## config.mk

```make
export PLATFORM = sky130hd
export DESIGN_NAME = astr_serial_top
export DESIGN_NICKNAME = d
export VERILOG_FILES = /design/src/design/astr_pkg.sv /design/src/design/astr_serial_top.sv /design/src/design/astr_sync.sv /design/src/design/astr_baud.sv
export SDC_FILE = /design/constraint.sdc
export NUM_CORES = 1
export LEC_CHECK = 0
export BUFFER_PORTS_ARGS = -buffer_cell sky130_fd_sc_hd__buf_4
export CORE_AREA = 2 2 108 188
export DETAILED_ROUTE_END_ITERATION = 7
export DIE_AREA = 0 0 110 190
export PLACE_DENSITY = 0.56
export SLEW_MARGIN = 20
export SYNTH_ARGS = -nofsm -noshare
export SYNTH_HDL_FRONTEND = slang
export SYNTH_HIERARCHICAL = 1
export SYNTH_SLANG_ARGS = --single-unit
```

## constraint.sdc

```tcl
create_clock -name clk_sys -period 2.06 [get_ports clk_sys]
set_clock_uncertainty 0.05 [all_clocks]
set_input_delay 0.103 -clock clk_sys [delete_from_list [all_inputs] [get_ports clk_sys]]
set_output_delay 0.103 -clock clk_sys [all_outputs]
set_load 0.01 [all_outputs]
```

## src/design/astr_pkg.sv

```systemverilog
// Purpose: shared constants, types and helpers of the serial transmitter/receiver
// Assumes: one system clock, all control bits supplied as plain ports
// Notes: frame lengths count start and stop bits
package astr_pkg;
	localparam int unsigned CLK_HZ = 125_000_000;
	localparam int DIV_W = 13;
	localparam int OS_W = 4;
	localparam logic [OS_W-1:0] OS_LAST = 4'hf;
	localparam logic [3:0] SAMP_A = 4'h7;
	localparam logic [3:0] SAMP_B = 4'h8;
	localparam logic [3:0] SAMP_C = 4'h9;
	localparam logic [3:0] RESYNC_LO = 4'hc;
	localparam logic [1:0] START_ONES = 2'h3;
	localparam logic [3:0] DATA_SHORT = 4'h8;
	localparam logic [3:0] DATA_LONG = 4'h9;
	localparam logic [3:0] LEN_SHORT = 4'ha;
	localparam logic [3:0] LEN_LONG = 4'hb;
	localparam int NFLAG = 8;
	localparam int FL_TX_BUFFER_EMPTY_FLAG = 0;
	localparam int FL_TC = 1;
	localparam int FL_RX_BUFFER_FULL_FLAG = 2;
	localparam int FL_IDLE = 3;
	localparam int FL_OR = 4;
	localparam int FL_NF = 5;
	localparam int FL_FE = 6;
	localparam int FL_PF = 7;
	localparam logic [NFLAG-1:0] FLAG_RST = 8'h03;
	localparam logic [NFLAG-1:0] TX_FLAGS = 8'h03;
	localparam logic [NFLAG-1:0] RX_FLAGS = 8'hfc;

	typedef enum logic [1:0] {TX_IDLE = 2'b00, TX_SHIFT = 2'b01, TX_MARK = 2'b11} astr_tx_state_type;
	typedef enum logic {RX_WAIT = 1'b0, RX_BITS = 1'b1} astr_rx_state_type;

	function automatic logic [3:0] astr_data_bits(input logic long_mode);
		return long_mode ? DATA_LONG : DATA_SHORT;
	endfunction

	function automatic logic [3:0] astr_frame_len(input logic long_mode);
		return long_mode ? LEN_LONG : LEN_SHORT;
	endfunction

	// xor of the lowest n bits
	function automatic logic astr_xor(input logic [8:0] d, input logic [3:0] n);
		logic r;
		r = 1'b0;
		for (int i = 0; i < 9; i++) begin
			if (4'(i) < n) begin
				r = r ^ d[i];
			end
		end
		return r;
	endfunction
endpackage

```

## src/design/astr_serial_top.sv

```systemverilog
// Purpose: double-buffered asynchronous serial transmitter and receiver with idle detect
// Assumes: control bits held stable during transfers; strobes are one-cycle pulses
// Notes: flags clear by status read then data access, set beats clear
// How it works
// - data bits: 8, 7+parity, 9 or 8+parity by frame mode and parity enable
// - transmitter runs while enabled, buffer holds next byte during shifting
// - shifter drives the pin while enabled or still transmitting
// - open-drain select makes the pin wired-or for serial or port use
// - buffer-empty low while data waits, rewrite overwrites, sets on shifter load
// - writes with buffer-empty set but not armed by status read are dropped
// - complete flag set at end, cleared by armed write only, not when a preamble or break starts
// - rising enable queues one idle preamble after the current frame
// - send-break emits whole zero frames, then complete, then one mark bit
// - all frames sent with enable on: empty and complete set, pin marks
// - after disable pending frames finish, buffered byte dropped, pin returned
// - quick disable and re-enable sends a preamble then resumes or idles
// - empty and complete requests gated by their own enables
// - receiver works while enabled, buffer holds a byte while next shifts in
// - stop bit completes the frame, moving data to buffer and setting full
// - noise, parity and framing flags raised only at the buffer transfer
// - frame while full: overrun set, old data kept, no error flags
// - status read arms clearing, data read clears the armed receive flags
// - receive request follows buffer full, overrun shares it, other errors do not
// - idle detect on while receiver enabled: ones for a whole frame length set idle
// - idle type short counts ones anywhere, long only after a stop bit
// - idle request by its enable; idle rearms only after a received frame
// - baud from clk over 32 times a 13-bit divisor, zero stops it
// - receiver samples at sixteen times baud and resyncs on edges
// - start accepted on a fall after three samples of one
// - parity in data msb, even or odd by type, mismatch flags parity
`timescale 1ns/10ps
module astr_serial_top import astr_pkg::*; (
	input wire logic clk_sys,
	input wire logic rst_b,
	input wire logic rxd_pin,
	output logic txd_out,
	output logic txd_oe,
	input wire logic port_data_bit,
	input wire logic port_dir_bit,
	input wire logic [DIV_W-1:0] baud_divisor_field,
	input wire logic transmitter_enable_bit,
	input wire logic receiver_enable_bit,
	input wire logic frame_long_mode,
	input wire logic parity_enable_bit,
	input wire logic parity_type_bit,
	input wire logic idle_type_select,
	input wire logic open_drain_select,
	input wire logic send_break_bit,
	input wire logic tx_empty_irq_enable,
	input wire logic tx_complete_irq_enable,
	input wire logic rx_irq_enable,
	input wire logic idle_irq_enable,
	input wire logic status_rd,
	input wire logic data_rd,
	input wire logic data_wr,
	input wire logic [8:0] wr_data,
	output logic [8:0] rd_data,
	output logic [NFLAG-1:0] serial_status_word,
	output logic irq_req
);
	logic os_tick, baud_tick, rxd_s;
	logic [NFLAG-1:0] flag_q, flag_d, arm_q, arm_d, fset, fclr;
	logic [8:0] tbuf_q, tbuf_d, rbuf_q, rbuf_d;
	logic wr_ok, tx_load, tx_done, tx_drop;
	logic rx_done, rx_xfer, rx_ovr, rx_nf, rx_fe, rx_pf, idle_hit;
	logic [8:0] rx_data;
	logic [3:0] n_data, f_len;

	astr_baud u_baud (
		.clk_sys(clk_sys),
		.rst_b(rst_b),
		.baud_divisor_field(baud_divisor_field),
		.os_tick(os_tick),
		.baud_tick(baud_tick)
	);

	astr_sync u_rx_sync (
		.clk_sys(clk_sys),
		.rst_b(rst_b),
		.async_in(rxd_pin),
		.sync_out(rxd_s)
	);

	assign n_data = astr_data_bits(frame_long_mode);
	assign f_len = astr_frame_len(frame_long_mode);

	// host side: flags, arming, buffers
	assign wr_ok = data_wr & (~flag_q[FL_TX_BUFFER_EMPTY_FLAG] | arm_q[FL_TX_BUFFER_EMPTY_FLAG]);

	always_comb begin
		fset = '0;
		fclr = '0;
		fset[FL_TX_BUFFER_EMPTY_FLAG] = tx_load | tx_drop;
		fset[FL_TC] = tx_done;
		fset[FL_RX_BUFFER_FULL_FLAG] = rx_xfer;
		fset[FL_OR] = rx_ovr;
		fset[FL_NF] = rx_xfer & rx_nf;
		fset[FL_FE] = rx_xfer & rx_fe;
		fset[FL_PF] = rx_xfer & rx_pf;
		fset[FL_IDLE] = idle_hit;
		if (data_rd) begin
			fclr = arm_q & RX_FLAGS;
		end
		if (wr_ok) begin
			fclr = fclr | (arm_q & TX_FLAGS);
		end
		flag_d = (flag_q & ~fclr) | fset;
		// any data access uses up the arming, so a stale status read cannot admit a later write
		arm_d = status_rd ? flag_q : ((data_rd | data_wr) ? '0 : arm_q);
		tbuf_d = wr_ok ? wr_data : tbuf_q;
		rbuf_d = rx_xfer ? rx_data : rbuf_q;
	end

	always_ff @(posedge clk_sys or negedge rst_b) begin
		if (!rst_b) begin
			flag_q <= FLAG_RST;
			arm_q <= '0;
			tbuf_q <= '0;
			rbuf_q <= '0;
		end else begin
			flag_q <= flag_d;
			arm_q <= arm_d;
			tbuf_q <= tbuf_d;
			rbuf_q <= rbuf_d;
		end
	end

	assign rd_data = rbuf_q;
	assign serial_status_word = flag_q;
	assign irq_req = (tx_empty_irq_enable & flag_q[FL_TX_BUFFER_EMPTY_FLAG])
		| (tx_complete_irq_enable & flag_q[FL_TC])
		| (rx_irq_enable & (flag_q[FL_RX_BUFFER_FULL_FLAG] | flag_q[FL_OR]))
		| (idle_irq_enable & flag_q[FL_IDLE]);

	// transmitter
	astr_tx_state_type tx_state_q, tx_state_d;
	logic [10:0] tx_sh_q, tx_sh_d;
	logic [3:0] tx_left_q, tx_left_d;
	logic tx_brk_q, tx_brk_d, pre_q, pre_d, te_q, tx_end;
	logic pin_out_q, pin_out_d, pin_oe_q, pin_oe_d, tx_val, tx_active;
	logic [8:0] tx_word;

	always_comb begin
		tx_word = tbuf_q;
		if (parity_enable_bit) begin
			tx_word[n_data - 4'h1] = astr_xor(tbuf_q, 4'(n_data - 4'h1)) ^ parity_type_bit;
		end
	end

	always_comb begin
		tx_state_d = tx_state_q;
		tx_sh_d = tx_sh_q;
		tx_left_d = tx_left_q;
		tx_brk_d = tx_brk_q;
		pre_d = (pre_q | (transmitter_enable_bit & ~te_q)) & transmitter_enable_bit;
		tx_load = 1'b0;
		tx_done = 1'b0;
		tx_drop = 1'b0;
		tx_end = 1'b0;
		case (tx_state_q)
			TX_IDLE: tx_end = baud_tick;
			TX_SHIFT: begin
				if (baud_tick) begin
					tx_sh_d = {1'b1, tx_sh_q[10:1]};
					tx_left_d = 4'(tx_left_q - 4'h1);
					tx_end = (tx_left_q == 4'h1);
				end
			end
			TX_MARK: begin
				// one mark bit after a break so the next start is seen
				if (baud_tick) begin
					tx_state_d = TX_IDLE;
				end
			end
			default: tx_state_d = TX_IDLE;
		endcase
		if (tx_end) begin
			tx_left_d = f_len;
			tx_brk_d = 1'b0;
			tx_state_d = TX_SHIFT;
			if (pre_d) begin
				pre_d = 1'b0;
				tx_sh_d = '1;
			end else if (send_break_bit & transmitter_enable_bit) begin
				tx_sh_d = '0;
				tx_brk_d = 1'b1;
			end else if (tx_brk_q) begin
				tx_state_d = TX_MARK;
				tx_done = 1'b1;
			end else if (transmitter_enable_bit & ~flag_q[FL_TX_BUFFER_EMPTY_FLAG]) begin
				tx_sh_d = frame_long_mode ? {1'b1, tx_word, 1'b0} : {2'b11, tx_word[7:0], 1'b0};
				tx_load = 1'b1;
			end else begin
				tx_state_d = TX_IDLE;
				tx_done = (tx_state_q == TX_SHIFT);
				tx_drop = ~transmitter_enable_bit & ~flag_q[FL_TX_BUFFER_EMPTY_FLAG];
			end
		end
		tx_val = (tx_state_q == TX_SHIFT) ? tx_sh_q[0] : 1'b1;
		tx_active = transmitter_enable_bit | (tx_state_q != TX_IDLE);
		pin_out_d = tx_active ? tx_val : port_data_bit;
		// open drain only ever pulls low; the pull-up gives the one
		pin_oe_d = (tx_active | port_dir_bit) & (~open_drain_select | ~pin_out_d);
	end

	always_ff @(posedge clk_sys or negedge rst_b) begin
		if (!rst_b) begin
			tx_state_q <= TX_IDLE;
			tx_sh_q <= '1;
			tx_left_q <= '0;
			tx_brk_q <= 1'b0;
			pre_q <= 1'b0;
			te_q <= 1'b0;
			pin_out_q <= 1'b1;
			pin_oe_q <= 1'b0;
		end else begin
			tx_state_q <= tx_state_d;
			tx_sh_q <= tx_sh_d;
			tx_left_q <= tx_left_d;
			tx_brk_q <= tx_brk_d;
			pre_q <= pre_d;
			te_q <= transmitter_enable_bit;
			pin_out_q <= pin_out_d;
			pin_oe_q <= pin_oe_d;
		end
	end

	assign txd_out = pin_out_q;
	assign txd_oe = pin_oe_q;

	// receiver
	astr_rx_state_type rx_state_q, rx_state_d;
	logic [3:0] ph_q, ph_d, idx_q, idx_d;
	logic [1:0] smp_q, smp_d, run_q, run_d;
	logic [8:0] rsh_q, rsh_d;
	logic nacc_q, nacc_d, prev_q, rx_bit, rx_noisy, start_ok, wrap;

	assign start_ok = receiver_enable_bit & os_tick & ~rxd_s & (run_q == START_ONES);

	always_comb begin
		rx_state_d = rx_state_q;
		ph_d = ph_q;
		idx_d = idx_q;
		smp_d = smp_q;
		rsh_d = rsh_q;
		nacc_d = nacc_q;
		run_d = run_q;
		rx_done = 1'b0;
		rx_fe = 1'b0;
		rx_bit = (smp_q[0] & smp_q[1]) | (smp_q[0] & rxd_s) | (smp_q[1] & rxd_s);
		rx_noisy = ~((smp_q[0] == smp_q[1]) & (smp_q[1] == rxd_s));
		wrap = 1'b0;
		if (os_tick) begin
			run_d = ~rxd_s ? 2'h0 : ((run_q == START_ONES) ? run_q : 2'(run_q + 2'h1));
		end
		case (rx_state_q)
			RX_WAIT: begin
				if (start_ok) begin
					rx_state_d = RX_BITS;
					ph_d = '0;
					idx_d = '0;
					nacc_d = 1'b0;
				end
			end
			RX_BITS: begin
				if (os_tick) begin
					// an edge late in the bit marks the next boundary early
					wrap = (ph_q == OS_LAST) | ((rxd_s ^ prev_q) & (ph_q >= RESYNC_LO));
					ph_d = wrap ? 4'h0 : 4'(ph_q + 4'h1);
					idx_d = wrap ? 4'(idx_q + 4'h1) : idx_q;
					if (ph_q == SAMP_A) begin
						smp_d[0] = rxd_s;
					end
					if (ph_q == SAMP_B) begin
						smp_d[1] = rxd_s;
					end
					if (ph_q == SAMP_C) begin
						nacc_d = nacc_q | rx_noisy;
						if (idx_q == 4'h0) begin
							rx_state_d = rx_bit ? RX_WAIT : RX_BITS;
						end else if (idx_q <= n_data) begin
							rsh_d = {rx_bit, rsh_q[8:1]};
						end else begin
							rx_done = 1'b1;
							rx_fe = ~rx_bit;
							rx_state_d = RX_WAIT;
						end
					end
				end
			end
			default: rx_state_d = RX_WAIT;
		endcase
		if (~receiver_enable_bit) begin
			rx_state_d = RX_WAIT;
		end
		rx_nf = nacc_d;
		rx_data = frame_long_mode ? rsh_q : {1'b0, rsh_q[8:1]};
		rx_pf = parity_enable_bit & (astr_xor(rx_data, n_data) ^ parity_type_bit);
		rx_xfer = rx_done & ~flag_q[FL_RX_BUFFER_FULL_FLAG];
		rx_ovr = rx_done & flag_q[FL_RX_BUFFER_FULL_FLAG];
	end

	always_ff @(posedge clk_sys or negedge rst_b) begin
		if (!rst_b) begin
			rx_state_q <= RX_WAIT;
			ph_q <= '0;
			idx_q <= '0;
			smp_q <= '0;
			rsh_q <= '0;
			nacc_q <= 1'b0;
			run_q <= '0;
			prev_q <= 1'b1;
		end else begin
			rx_state_q <= rx_state_d;
			ph_q <= ph_d;
			idx_q <= idx_d;
			smp_q <= smp_d;
			rsh_q <= rsh_d;
			nacc_q <= nacc_d;
			run_q <= run_d;
			prev_q <= os_tick ? rxd_s : prev_q;
		end
	end

	// idle line detection
	logic [3:0] icnt_q, icnt_d;
	logic after_stop_q, after_stop_d, idle_ok_q, idle_ok_d;

	always_comb begin
		icnt_d = icnt_q;
		after_stop_d = after_stop_q | rx_done;
		if (baud_tick) begin
			if (~rxd_s) begin
				icnt_d = '0;
				after_stop_d = 1'b0;
			end else if ((~idle_type_select | after_stop_q) & (icnt_q < f_len)) begin
				icnt_d = 4'(icnt_q + 4'h1);
			end
		end
		idle_hit = receiver_enable_bit & idle_ok_q & (icnt_d == f_len) & (icnt_q != f_len);
		idle_ok_d = (idle_ok_q & ~idle_hit) | rx_xfer;
	end

	always_ff @(posedge clk_sys or negedge rst_b) begin
		if (!rst_b) begin
			icnt_q <= '0;
			after_stop_q <= 1'b0;
			idle_ok_q <= 1'b1;
		end else begin
			icnt_q <= icnt_d;
			after_stop_q <= after_stop_d;
			idle_ok_q <= idle_ok_d;
		end
	end
endmodule // astr_serial_top

```

## src/design/astr_sync.sv

```systemverilog
// Purpose: two-stage synchroniser for the receive pin
// Assumes: input is asynchronous to clk_sys
// Notes: resets to mark so a quiet line reads as idle
`timescale 1ns/10ps
module astr_sync (
	input wire logic clk_sys,
	input wire logic rst_b,
	input wire logic async_in,
	output logic sync_out
);
	logic meta_q;
	logic sync_q;

	always_ff @(posedge clk_sys or negedge rst_b) begin
		if (!rst_b) begin
			meta_q <= 1'b1;
			sync_q <= 1'b1;
		end else begin
			meta_q <= async_in;
			sync_q <= meta_q;
		end
	end

	assign sync_out = sync_q;
endmodule // astr_sync

```

## src/design/astr_baud.sv

```systemverilog
// Purpose: modulus divider making the oversample tick and the baud tick
// Assumes: oversample rate is sixteen times the baud rate
// Notes: a zero divisor holds both ticks low
`timescale 1ns/10ps
module astr_baud import astr_pkg::*; (
	input wire logic clk_sys,
	input wire logic rst_b,
	input wire logic [DIV_W-1:0] baud_divisor_field,
	output logic os_tick,
	output logic baud_tick
);
	logic [DIV_W:0] cnt_q, cnt_d;
	logic [OS_W-1:0] os_q, os_d;
	logic os_tick_q, os_tick_d, baud_tick_q, baud_tick_d;

	always_comb begin
		cnt_d = cnt_q;
		os_d = os_q;
		os_tick_d = 1'b0;
		baud_tick_d = 1'b0;
		if (baud_divisor_field == '0) begin
			cnt_d = '0;
		end else if (cnt_q == '0) begin
			// two clocks per divisor unit gives clk / (32 * div) per bit
			cnt_d = (DIV_W+1)'({baud_divisor_field, 1'b0} - 14'h0001);
			os_tick_d = 1'b1;
			os_d = OS_W'(os_q + 4'h1);
			baud_tick_d = (os_q == OS_LAST);
		end else begin
			cnt_d = (DIV_W+1)'(cnt_q - 14'h0001);
		end
	end

	always_ff @(posedge clk_sys or negedge rst_b) begin
		if (!rst_b) begin
			cnt_q <= '0;
			os_q <= '0;
			os_tick_q <= 1'b0;
			baud_tick_q <= 1'b0;
		end else begin
			cnt_q <= cnt_d;
			os_q <= os_d;
			os_tick_q <= os_tick_d;
			baud_tick_q <= baud_tick_d;
		end
	end

	assign os_tick = os_tick_q;
	assign baud_tick = baud_tick_q;
endmodule // astr_baud

```

# After elaboration in Yosys (flattened, before gate mapping)
# Index checks and enable logic that the tools add are counted.
# W data, S select, Z words.
[word_totals]
ff_bits = 108
inputBits = 42
[op_classes]
eq_ne = 19
muxes = 120
order_cmp = 23
add_sub_neg = 9
reduce_logical = 19
bitwise_logic = 85
[ops]
columns = ["operator", "n"]
rows = [
  ["$mux W1", 78],
  ["$mux W11", 7],
  ["$mux W4", 11],
  ["$lt A3 B4 Y1 const A", 8],
  ["$mux W8", 4],
  ["$and A1 B1 Y1", 30],
  ["$mux W14", 2],
  ["$sub A14 B1 Y14 const B", 2],
  ["$xor A1 B1 Y1", 19],
  ["$mux W9", 2],
  ["$or A1 B1 Y1", 18],
  ["$add A4 B1 Y4 const B", 4],
  ["$eq A4 B4 Y1 const B", 4],
  ["$lt A1 B4 Y1 const A", 4],
  ["$lt A2 B4 Y1 const A", 4],
  ["$pmux W4 S2", 2],
  ["$logic_not A14 Y1", 1],
  ["$mux W2", 7],
  ["$not A1 Y1", 14],
  ["$logic_not A13 Y1", 1],
  ["$mux W10", 1],
  ["$reduce_and A2 Y1", 5],
  ["$bwmux W9", 1],
  ["$reduce_and A3 Y1", 3],
  ["31 further kinds", 43],
]

# Logic depth before layout (Yosys ltp)
# Gate-level depths: netlist of run 1.
[depth]
word_depth = 38
ltp_mapped = 9
depth_no_buf = 7

# Hierarchy
# The synthesis of run 1 kept the hierarchy.
[modules_own_cells]
columns = ["module", "cells_per_inst", "n_inst", "area_per_inst_um2"]
rows = [
  ["astr_serial_top", 431, 1, 4375.4],
  ["astr_baud", 135, 1, 1308.8],
  ["astr_sync", 2, 1, 52.6],
]

# Worst setup path after synthesis of run 1
# Ideal clock, no wire load.
[synth_timing]
path_kind = "reg2reg"
start = "register u_baud.cnt_q[0]"
end = "register u_baud.cnt_q[8]"
t_arrival_ns = 2.063
setup_slack_ns = -0.173
setup_ns = 0.120
stages_incl_launch_ff = 8
cell_sequence = "dfrtp_1 -> inv_1 -> ha_1 -> or4b_4 -> buf_6 -> or4_4 -> buf_6 -> o211a_1"
[synth_via]
elab_chain_cells = 3
[synth_rtl]
columns = ["element", "line", "rtl"]
rows = [
  ["start, declared", "astr_baud.sv:12", "logic [DIV_W:0] cnt_q, cnt_d;"],
  ["start signal, assigned", "astr_baud.sv:41", "cnt_q <= cnt_d;"],
  ["$sub A14 B1 Y14 / $logic_not A14 Y1 (equally long branches)", "astr_baud.sv:30, astr_baud.sv:23", ""],
  ["$mux W14 *", "astr_baud.sv:23", "end else if (cnt_q == '0) begin"],
  ["$mux W14 *", "astr_baud.sv:21", "if (baud_divisor_field == '0) begin"],
  ["via u_baud.cnt_d[8]", "astr_baud.sv:12", ""],
]
# Mark *: on every way through the listed nets, which the timed path passes. The rest lies on a longest branch.
# A chain may end at the register's enable or synchronous reset.

# Worst setup path after layout of run 1
[layout_timing]
start = "register u_baud.cnt_q[1]"
end = "register u_baud.cnt_q[9]"
# Same word-level chain as after synthesis.

==> reports/qor.csv, run 1 <==
metric,value,unit
outcome,"finished, violations left",
failing checks,negative setup slack,
Netlist cell types,68,
global-route wire length before repair,23200,um
FF-to-FF End,u_baud/cnt_q[9]$_DFF_PN0_,
crit start category,register,
PD cells,670,nW/um^2
CTS Buf Count,9,
Synth top area share,39.3,%
fillers,1911,
ANT nets after route,0,
Post-Place Cell Area,6730,um^2
crit end category,register,
clock slew at reported path FFs,0.07,ns
Area Growth Syn to Fin,27.4,%
hpwl dp,10500,um
initial core utilization,29.4,%
Row Count,68,
Setup TNS Final,-0.0750,ns
Post-Synth Adder-Cell Area,3.49,%
WL final,13800,um
Seq cells post-synth,108,
pin count of the biggest net entering global routing,43,
hold_sp,status_rd,
chip width,110,um
Core Area,19500,um^2
asr flop ratio synth,100,%
PnR worst setup slack,-0.0417,ns
sequential area share after synthesis,47.5,%
"Max FO, Critical Path",7,
post-synthesis net count,626,
Synth Area in XOR/XNOR,6.04,%
cell class contributing the biggest share of worst-path delay,simple AND/OR/NAND/NOR gates,
R2R Setup Slk,-0.04,ns
pre-CTS WS,-0.0787,ns
complex-gate fraction of the synthesized area,14.0,%
H-tree Lvls,3,
"EDFF count, synth",0,
Hold Path End,arm_q[6]$_DFFE_PN0P_,
global route overflow,0,
GRT Util Overall,14.0,%
syn avg cell area,10.1,um^2
Post-synth top flop,dfrtp_1,
slowest CP cell,or4b_4,
relative slew slack,59.8,%
Hold Path Class,primary input to register,
Worst Max-Slew Pin Slew,0.598,ns
Critical Path AT,2.28,ns
WHS Path Cells,2,
io pins,62,
DR DRC count,0,
root buf cell,clkbuf_16,
WP buf/inv,1,
antenna violations before repair,0,
crit-path cells,inv_1 -> ha_2 -> or4b_4 -> or4_4 -> o31ai_2 -> a21oi_1,
Max-cap violations,0,
Max IR drop VDD,0.412,mV
# clock sinks,108,
1st-pass router iterations,4,
gpl congestion,0.816,
Setup-failing EPs final,4,
vias,4587,
die area,20900,um^2
RSZ-0062 raised after global routing,true,
min Tclk post-route,2.10,ns
Synth Area in Simple Gates,17.7,%
die height,190,um
TritonCTS clock tree,yes,
Worst EP required,2.24,ns
largest cells by area after synthesis,"dfrtp_1 39%, dfstp_2 8.2%, nand2_1 4.3%, mux2i_1 3.8%, xnor2_1 3.8%",
Layout Nets,742,
final hold vios,0,
DR WL/cell,14.8,um
Power Total,4900,uW
largest family of logic cells by synthesized area,simple AND/OR/NAND/NOR gates,
fin. max-slew vios,0,
area of the mapped netlist,5740,um^2
largest stage delay on the critical path,0.51,ns
Synth area leader,dfrtp_1,
post-synthesis mux area share,7.76,%
Synthesis Warnings,6,
R2R cell count,6,
"Design Area, Final",7310,um^2
LEAKAGE,0.00326,uW
share of cells above drive strength 1,27.0,%
Via density,4.91,
clk_lat worst skew,0.35,ns
CP Class,register to register,
PortBufs,61,
initial DRC count,184,
clock tree buffer depth,2,
WHS,0.0160,ns
f_max,476,MHz
Tcrit/Tclk final,102,%
Syn Inst Count,568,
number of global-route vias before repair,4842,
FF-to-FF Start,u_baud/cnt_q[1]$_DFF_PN0_,
ant diodes,0,
how the worst max path moves through the flow:
stage / from / to / slack [ns] / depth (start not counted)
global placement: u_baud/cnt_q[1]$_DFF_PN0_ / u_baud/cnt_q[8]$_DFF_PN0_ / -0.06 / 5
CTS: u_baud/cnt_q[0]$_DFF_PN0_ / u_baud/cnt_q[8]$_DFF_PN0_ / -0.06 / 5
detailed placement: u_baud/cnt_q[0]$_DFF_PN0_ / u_baud/cnt_q[8]$_DFF_PN0_ / -0.08 / 5
floorplan: u_baud/cnt_q[0]$_DFF_PN0_ / u_baud/cnt_q[8]$_DFF_PN0_ / -0.16 / 7
global route: u_baud/cnt_q[0]$_DFF_PN0_ / u_baud/cnt_q[9]$_DFF_PN0_ / -0.11 / 6
finish: u_baud/cnt_q[1]$_DFF_PN0_ / u_baud/cnt_q[9]$_DFF_PN0_ / -0.04 / 6
cells in the mapped netlist (7+ instances only):
cell type	count
dfrtp_1	90
nor4_1	8
nand3_1	18
mux2_2	19
o21ai_0	24
ha_1	16
a211oi_1	8
mux2i_1	22
dfstp_2	18
nor2_1	36
xnor2_1	25
a21oi_1	19
xor2_1	12
o22ai_1	15
clkbuf_1	7
inv_1	26
nand2b_1	11
nand2_1	66
o21ai_1	11
nor3_1	14
worst register-to-register path, delay by kind of cell (launching register included):
kind,cells,cell delay (ns)
buffers and inverters,1,0.06
adder cells (fa/ha/maj),1,0.17
flip-flops,1,0.39
AO/OA/AOI/OAI,2,0.30
AND/OR/NAND/NOR,2,1.02
metal layers:
layer / global-route usage [%] / share of wire [%] / up-vias
met3: 2.40 / 3.0 / 22
met4: 3.99 / 2.0 / 0
met1: 15.2 / 39 / 2204
met2: 26.8 / 56 / 83
li1: - / - / 2278
met5: 0 / 0 / -
area by class of cell:
type	count	area (um^2)	share of cell area, %
Multi-Input combinational cell	417	2880	39.4
Sequential cell	108	2730	37.3
Timing Repair Buffer	122	986	13.5
Tap cell	245	307	4.19
Clock buffer	10	239	3.27
Inverter	26	97.6	1.34
Clock inverter	6	72.6	0.993
timing repair:
action | CTS | global route
buffers inserted | 0 | 2
gates cloned | 1 | 0
endpoints found under the setup margin | 17 | 26
pin swaps | 2 | 7
gates resized for setup | 4 | 11
hold buffers | 18 | 0
hold endpoints to repair | 46 | 0
cells by family after synthesis:
kind of cell	count (synthesis)
AOI/OAI and AO/OA	122
xor gates and xnor gates	38
adders and majority gates	16
buffers and inverters	44
DFF	108
muxes	42
and+or+nand+nor	198
stage by stage:
stage / utilization, % / std cells
2_1_floorplan: - / 568
3_3_place_gp: 34.5 / 897
3_5_place_dp: 34.5 / 897
4_1_cts: 37.2 / 932
5_1_grt: 37.5 / 934
6_report: 37.5 / 934
flip-flops by register name, summed over array words and instances (netlist names), 2 cells and up:
signal / count
u_baud/cnt_q: 14
tx_sh_q: 11
rd_data: 9
rsh_q: 9
tbuf_q: 9
arm_q: 8
serial_status_word: 8
icnt_q: 4
idx_q: 4
ph_q: 4
tx_left_q: 4
u_baud/os_q: 4
run_q: 2
smp_q: 2
tx_state_q: 2
placed cells by master (no fill, tap or decap), types with 3 or more instances in the layout:
cell type / netlist / layout
buf_4: 3 / 102
dfrtp_1: 90 / 89
nand2_1: 66 / 66
nor2_1: 36 / 34
inv_1: 26 / 26
xnor2_1: 25 / 25
o21ai_0: 24 / 24
mux2i_1: 22 / 22
mux2_2: 19 / 19
nand3_1: 18 / 18
a21oi_1: 19 / 18
dlygate4sd3_1: 0 / 18
dfstp_2: 18 / 18
o22ai_1: 15 / 15
ha_1: 16 / 15
nor3_1: 14 / 13
xor2_1: 12 / 12
o21ai_1: 11 / 11
nand2b_1: 11 / 11
clkbuf_16: 0 / 9
nor4_1: 8 / 8
a211oi_1: 8 / 7
nor2b_1: 6 / 6
nand4_1: 6 / 6
a31oi_1: 6 / 6
o211ai_1: 4 / 4
nor3b_1: 5 / 4
or4_4: 2 / 4
a211oi_2: 3 / 4
o21a_1: 3 / 3
and3_1: 3 / 3
a31o_2: 3 / 3
o31ai_1: 5 / 3
clkinv_4: 0 / 3
or3_1: 4 / 3
power by group:
group	internal (uW)	leakage, uW	switching, uW	total (uW)
Sequential	2240	0.00135	67.3	2300
Clock	988	0.000149	807	1790
Combinational	413	0.00176	387	800
Note: power is estimated with default switching activity, not from simulation.
==> run 2, diff against run 1 <==
--- a/config.mk
+++ b/config.mk
@@ -6,10 +6,10 @@
 export NUM_CORES = 1
 export LEC_CHECK = 0
 export BUFFER_PORTS_ARGS = -buffer_cell sky130_fd_sc_hd__buf_4
-export CORE_AREA = 2 2 108 188
+export CORE_AREA = 2 2 169 121
 export DETAILED_ROUTE_END_ITERATION = 7
-export DIE_AREA = 0 0 110 190
-export PLACE_DENSITY = 0.56
+export DIE_AREA = 0 0 171 123
+export PLACE_DENSITY = 0.57
 export SLEW_MARGIN = 20
 export SYNTH_ARGS = -nofsm -noshare
 export SYNTH_HDL_FRONTEND = slang
==> run 2 against run 1 <==
  * Register-to-register slack gained 0.06 ns
  * Utilization grew 0.70 points
  * Highest routed layer unchanged
  * Global-route usage is 0.63 points lower
  * Largest cell class unchanged
  * Power rose by 2.3%
  * Final cell count is 3.3% higher
  * Maximum frequency increased by 3.0%
  * The run now ends clean
  * Flip-flop and latch count unchanged
==> reports/qor.csv, run 2 (synthesis gave the netlist of run 1 again) <==
metric,value,unit,change
root buf cell,clkbuf_16,,
number of global-route vias before repair,4315,,-11%
Inst Count DP,927,,+3.3%
Worst Max-Slew Pin Slew,0.608,ns,+0.0104 ns
pre-CTS WS,-0.0865,ns,-0.00776 ns
ANT nets after route,0,,unchanged
Top Layer Used,met4,,
crit end category,register,,
met3 wire length,390,um,-6.9%
final hold vios,0,,unchanged
DR DRC count,0,,unchanged
WL final,13600,um,-1.4%
die area,21000,um^2,+0.64%
Critical Path AT,2.26,ns,-0.02 ns
LEAKAGE,0.00331,uW,+1.5%
multi-input logic area,2910,um^2,+1.2%
RSZ-0062 raised after global routing,true,,
# clock sinks,108,,unchanged
global-route wire length before repair,22400,um,-3.8%
vias,4528,,-1.3%
CTS Buf Count,9,,unchanged
antenna violations before repair,0,,unchanged
met1 wire length,7480,um,+39%
1st-pass router iterations,6,,+2
initial DRC count,313,,+70%
TritonCTS clock tree,yes,,
Core Area,19500,um^2,about the same
Area Growth Syn to Fin,29.7,%,
Via density,4.69,,-4.5%
hpwl dp,9870,um,-5.9%
chip width,171,um,+55%
global route overflow,0,,unchanged
WP buf/inv,2,,+1
Max IR drop VDD,0.381,mV,-7.5%
largest stage delay on the critical path,0.57,ns,+0.06 ns
PD cells,673,nW/um^2,+0.41%
clock tree buffer depth,2,,unchanged
biggest regs,"u_baud/cnt_q (14), tx_sh_q (11)",,
Row Count,43,,-37%
"Max FO, Critical Path",5,,-2
met2 WL,5680,um,-26%
min Tclk post-route,2.04,ns,-0.0616 ns
H-tree Lvls,3,,unchanged
most flop-heavy register,u_baud/cnt_q,,
gpl congestion,0.787,,-3.5%
R2R Setup Slk,0.02,ns,+0.06 ns
max reg flops,14,,unchanged
io pins,62,,unchanged
clk_lat worst skew,0.34,ns,about the same
Post-Place Cell Area,6800,um^2,+1.0%
Worst EP required,2.28,ns,+0.04 ns
cell class contributing the biggest share of worst-path delay,simple AND/OR/NAND/NOR gates,,
"Design Area, Final",7440,um^2,+1.8%
Max-cap violations,0,,unchanged
PortBufs,61,,unchanged
GRT Util Overall,13.4,%,-0.63 points
Setup-failing EPs final,0,,-4
f_max,490,MHz,+3.0%
DR WL/cell,14.1,um,-4.6%
"most common cell after layout, fill and taps aside",buf_4,,
Hold Path Class,primary input to register,,
fillers,1974,,+3.3%
share of cells above drive strength 1,28.3,%,+1.3 points
CP Class,register to register,,
Non-Filler Instances,965,,+3.3%
die height,123,um,-35%
register area,2730,um^2,about the same
PnR worst setup slack,0.0199,ns,+0.0616 ns
outcome,"finished, final reports clean",,
ant diodes,0,,unchanged
pin count of the biggest net entering global routing,55,,+28%
fin. max-slew vios,0,,unchanged
"commonest non-fill, non-tap cells in the layout","105 x buf_4, 90 x dfrtp_1, 65 x nand2_1, 32 x nor2_1, 26 x inv_1",,
Tcrit/Tclk final,99.0,%,-3.0 points
initial core utilization,29.5,%,about the same
crit-path cells,inv_1 -> ha_2 -> or4b_4 -> or4_4 -> buf_6 -> a21oi_2,,
crit start category,register,,
clock slew at reported path FFs,0.08,ns,about the same
Layout Nets,748,,+0.81%
relative slew slack,59.4,%,-0.39 points
slowest CP cell,or4_4,,
[run 2: changes by cell type in the layout (fill, tap and decap cells not counted), sizes merged]
cell	change
buf	+6
bufinv	+1
clkbuf	+1
clkinv	-2
clkinvlp	-1
inv	+1
[run 2: power by group]
group          leakage (uW)  switching [uW]  total [uW]  internal (uW)
clock              0.000161             773        1880           1110
combinational       0.00179             411         827            416
sequential          0.00135            65.5        2300           2240
[run 2: tightest hold or removal path, stage by stage]
cell and delay [ns]:
buf_4 0.12, o21ai_0 0.07, o22ai_1 0.08
[run 2: timing repair]
item                                    CTS  global route
endpoints found under the setup margin   23            34
gates resized for setup                   6            19
hold buffers                             18             0
endpoints found under the hold margin    40             0
setup buffers                             1             2
pin swaps                                 5             6
gates cloned                              0             1
[run 2: cell type report]
class | count | share of cell area [%]
inverter | 26 | 1.31
sequential | 108 | 36.6
clock buffer | 11 | 3.26
tap | 270 | 4.54
clock inverter | 5 | 1.11
multi-input combinational | 417 | 39.2
timing repair buffer | 128 | 14.0
[run 2: routing by layer]
metal | track usage, % | vias to the layer above
li1 | - | 2286
met1 | 21.2 | 2165
met2 | 18.8 | 73
met3 | 2.21 | 4
met4 | 2.75 | 0
met5 | 0 | -
[run 2: final timing paths]
kind | to | cells past startpoint | start
max in group asynchronous | u_rx_sync/meta_q$_DFF_PN1_ | 3 | rst_b
min in group asynchronous | txd_oe$_DFF_PN0_ | 2 | rst_b
setup reg to reg | u_baud/cnt_q[0]$_DFF_PN0_ | 6 | u_baud/cnt_q[0]$_DFF_PN0_
hold reg to reg | u_rx_sync/sync_out$_DFF_PN1_ | 0 | u_rx_sync/meta_q$_DFF_PN1_
setup / recovery | u_baud/cnt_q[0]$_DFF_PN0_ | 6 | u_baud/cnt_q[0]$_DFF_PN0_
hold / removal | u_baud/cnt_q[13]$_DFF_PN0_ | 3 | baud_divisor_field[12]
[run 2: per-stage QoR]
stage	total power, uW	util (%)	setup TNS (ns)	hold WS, ns
floorplan	2740	-	-0.712	-0.243
global placement	3100	34.9	-0.625	0.0372
detailed placement	3100	34.9	-0.631	0.0396
CTS	5040	37.7	-0.00247	0.00911
global route	5250	38.2	-0.338	0.0321
finish	5010	38.2	0	0.0217
==> run 3, diff against run 2 <==
--- a/config.mk
+++ b/config.mk
@@ -9,7 +9,6 @@
 export CORE_AREA = 2 2 169 121
 export DETAILED_ROUTE_END_ITERATION = 7
 export DIE_AREA = 0 0 171 123
-export PLACE_DENSITY = 0.57
 export SLEW_MARGIN = 20
 export SYNTH_ARGS = -nofsm -noshare
 export SYNTH_HDL_FRONTEND = slang
==> run 3 against run 2 <==
  * The run now ends with negative setup slack left
  * Maximum frequency shrank 5.7%
  * Final cell count shrank 0.31%
  * First-iteration DRC count grew 12%
  * Largest power group unchanged
  * Utilization grew 0.21 points
==> reports/qor.csv, run 3 (synthesis gave the netlist of run 1 again) <==
metric,value,unit,change
Max IR drop VDD,0.545,mV,+43%
Power Total,5150,uW,+2.8%
final hold vios,0,,unchanged
"most common cell after layout, fill and taps aside",buf_4,,
FF-to-FF End,u_baud/cnt_q[8]$_DFF_PN0_,,
root buf cell,clkbuf_16,,
R2R cell count,5,,-1
DR WL/cell,14.0,um,-1.0%
clock tree buffer depth,2,,unchanged
initial DRC count,349,,+12%
min Tclk post-route,2.16,ns,+0.122 ns
Hold Path Class,primary input to register,,
Setup-failing EPs final,10,,+10
Worst setup startpoint,u_baud/cnt_q[0]$_DFF_PN0_,,
R2R Setup Slk,-0.10,ns,-0.12 ns
Hold Path End,arm_q[0]$_DFFE_PN0P_,,
vias,4594,,+1.5%
fillers,1942,,-1.6%
"Max FO, Critical Path",6,,+1
GRT Util Overall,13.2,%,-0.18 points
biggest regs,"u_baud/cnt_q (14), tx_sh_q (11)",,
io pins,62,,unchanged
initial core utilization,29.5,%,unchanged
WHS Path Cells,2,,-1
LEAKAGE,0.00331,uW,+0.21%
DR DRC count,0,,unchanged
crit end category,register,,
largest stage delay on the critical path,0.62,ns,+0.05 ns
WL final,13400,um,-1.3%
PnR worst setup slack,-0.102,ns,-0.122 ns
ANT nets after route,0,,unchanged
crit start category,register,,
pin count of the biggest net entering global routing,46,,-16%
number of global-route vias before repair,4336,,+0.49%
relative slew slack,52.6,%,-6.9 points
Via density,4.78,,+1.8%
Layout Nets,745,,-0.40%
global-route wire length before repair,22200,um,-0.68%
die area,21000,um^2,unchanged
failing checks,negative setup slack,,
gpl congestion,0.820,,+4.1%
H-tree Lvls,3,,unchanged
Row Count,43,,unchanged
FF-to-FF Start,u_baud/cnt_q[0]$_DFF_PN0_,,
fin. max-slew vios,0,,unchanged
# clock sinks,108,,unchanged
Worst EP required,2.25,ns,-0.03 ns
CP Class,register to register,,
hold_sp,status_rd,,
WHS,0.0225,ns,+0.000731 ns
max reg flops,14,,unchanged
"commonest non-fill, non-tap cells in the layout","102 x buf_4, 90 x dfrtp_1, 64 x nand2_1, 32 x nor2_1, 26 x inv_1",,
f_max,462,MHz,-5.7%
1st-pass router iterations,5,,-1
outcome,"finished, violations left",,
clk_lat worst skew,0.35,ns,about the same
die height,123,um,unchanged
Area Growth Syn to Fin,30.4,%,
Core Area,19500,um^2,unchanged
antenna violations before repair,0,,unchanged
Tcrit/Tclk final,105,%,+5.9 points
ant diodes,0,,unchanged
clock slew at reported path FFs,0.08,ns,about the same
RSZ-0062 raised after global routing,true,,
chip width,171,um,unchanged
CTS Buf Count,9,,unchanged
most flop-heavy register,u_baud/cnt_q,,
crit-path cells,inv_1 -> ha_2 -> or4b_4 -> or4_4 -> o211a_1,,
global route overflow,0,,unchanged
share of cells above drive strength 1,28.6,%,+0.27 points
TritonCTS clock tree,yes,,
Max-cap violations,0,,unchanged
Worst Max-Slew Pin Slew,0.702,ns,+0.0933 ns
PortBufs,61,,unchanged
Critical Path AT,2.35,ns,+0.09 ns
PD cells,688,nW/um^2,+2.2%
slowest CP cell,or4_4,,
hpwl dp,9920,um,+0.43%
pre-CTS WS,-0.112,ns,-0.0257 ns
## run 3: where the power goes
part,switching [uW],internal [uW]
clock,813,1210
combinational,404,411
sequential,78.7,2240
## run 3: cell type report
type / instances / area (um^2) / share of cell area (%)
multi-input cells: 417 / 2950 / 39.5
flip-flops and latches: 108 / 2730 / 36.4
repair buffers: 125 / 1020 / 13.6
well taps: 270 / 338 / 4.52
clock buffers: 10 / 229 / 3.06
clock inverters: 6 / 119 / 1.59
inverters: 26 / 97.6 / 1.30
## run 3: routing by layer
metal / vias up / routed length (um) / GRT usage (%)
li1: 2285 / - / -
met2: 85 / 5440 / 18.4
met5: - / 0 / 0
met3: 8 / 507 / 2.56
met1: 2216 / 7390 / 21.0
met4: 0 / 97 / 2.22
## run 3: stage by stage
stage	cell area (um^2)	setup TNS, ns	util, %	std cells
floorplan	5740	-0.712	-	568
global placement	6790	-0.201	34.9	926
detailed placement	6790	-0.645	34.9	926
CTS	7380	-0.501	37.9	962
global route	7480	-1.87	38.4	962
finish	7480	-0.535	38.4	962
## run 3: critical path: cells and delay by family, from the launching register on
family                     cells  cell delay (ns)
AOI/OAI and AO/OA              1             0.24
and+or+nand+nor                2             1.14
DFF                            1             0.38
adders and majority gates      1             0.18
buffers and inverters          1             0.06
## run 3: worst max-delay path by stage
stage | end | slack (ns)
after floorplan | u_baud/cnt_q[8]$_DFF_PN0_ | -0.16
after global placement | u_baud/cnt_q[0]$_DFF_PN0_ | -0.04
final | u_baud/cnt_q[8]$_DFF_PN0_ | -0.10
after detailed placement | u_baud/cnt_q[9]$_DFF_PN0_ | -0.11
after CTS | u_baud/cnt_q[8]$_DFF_PN0_ | -0.07
after global routing | u_baud/cnt_q[5]$_DFF_PN0_ | -0.17
## run 3: what timing repair did
action | 4_1_cts | 5_1_grt
hold buffers | 18 | 0
resized for setup | 9 | 21
setup buffers | 1 | 0
pin swaps | 5 | 8
cloned | 1 | 0
endpoints found under the setup margin | 25 | 33
endpoints found under the hold margin | 48 | 0
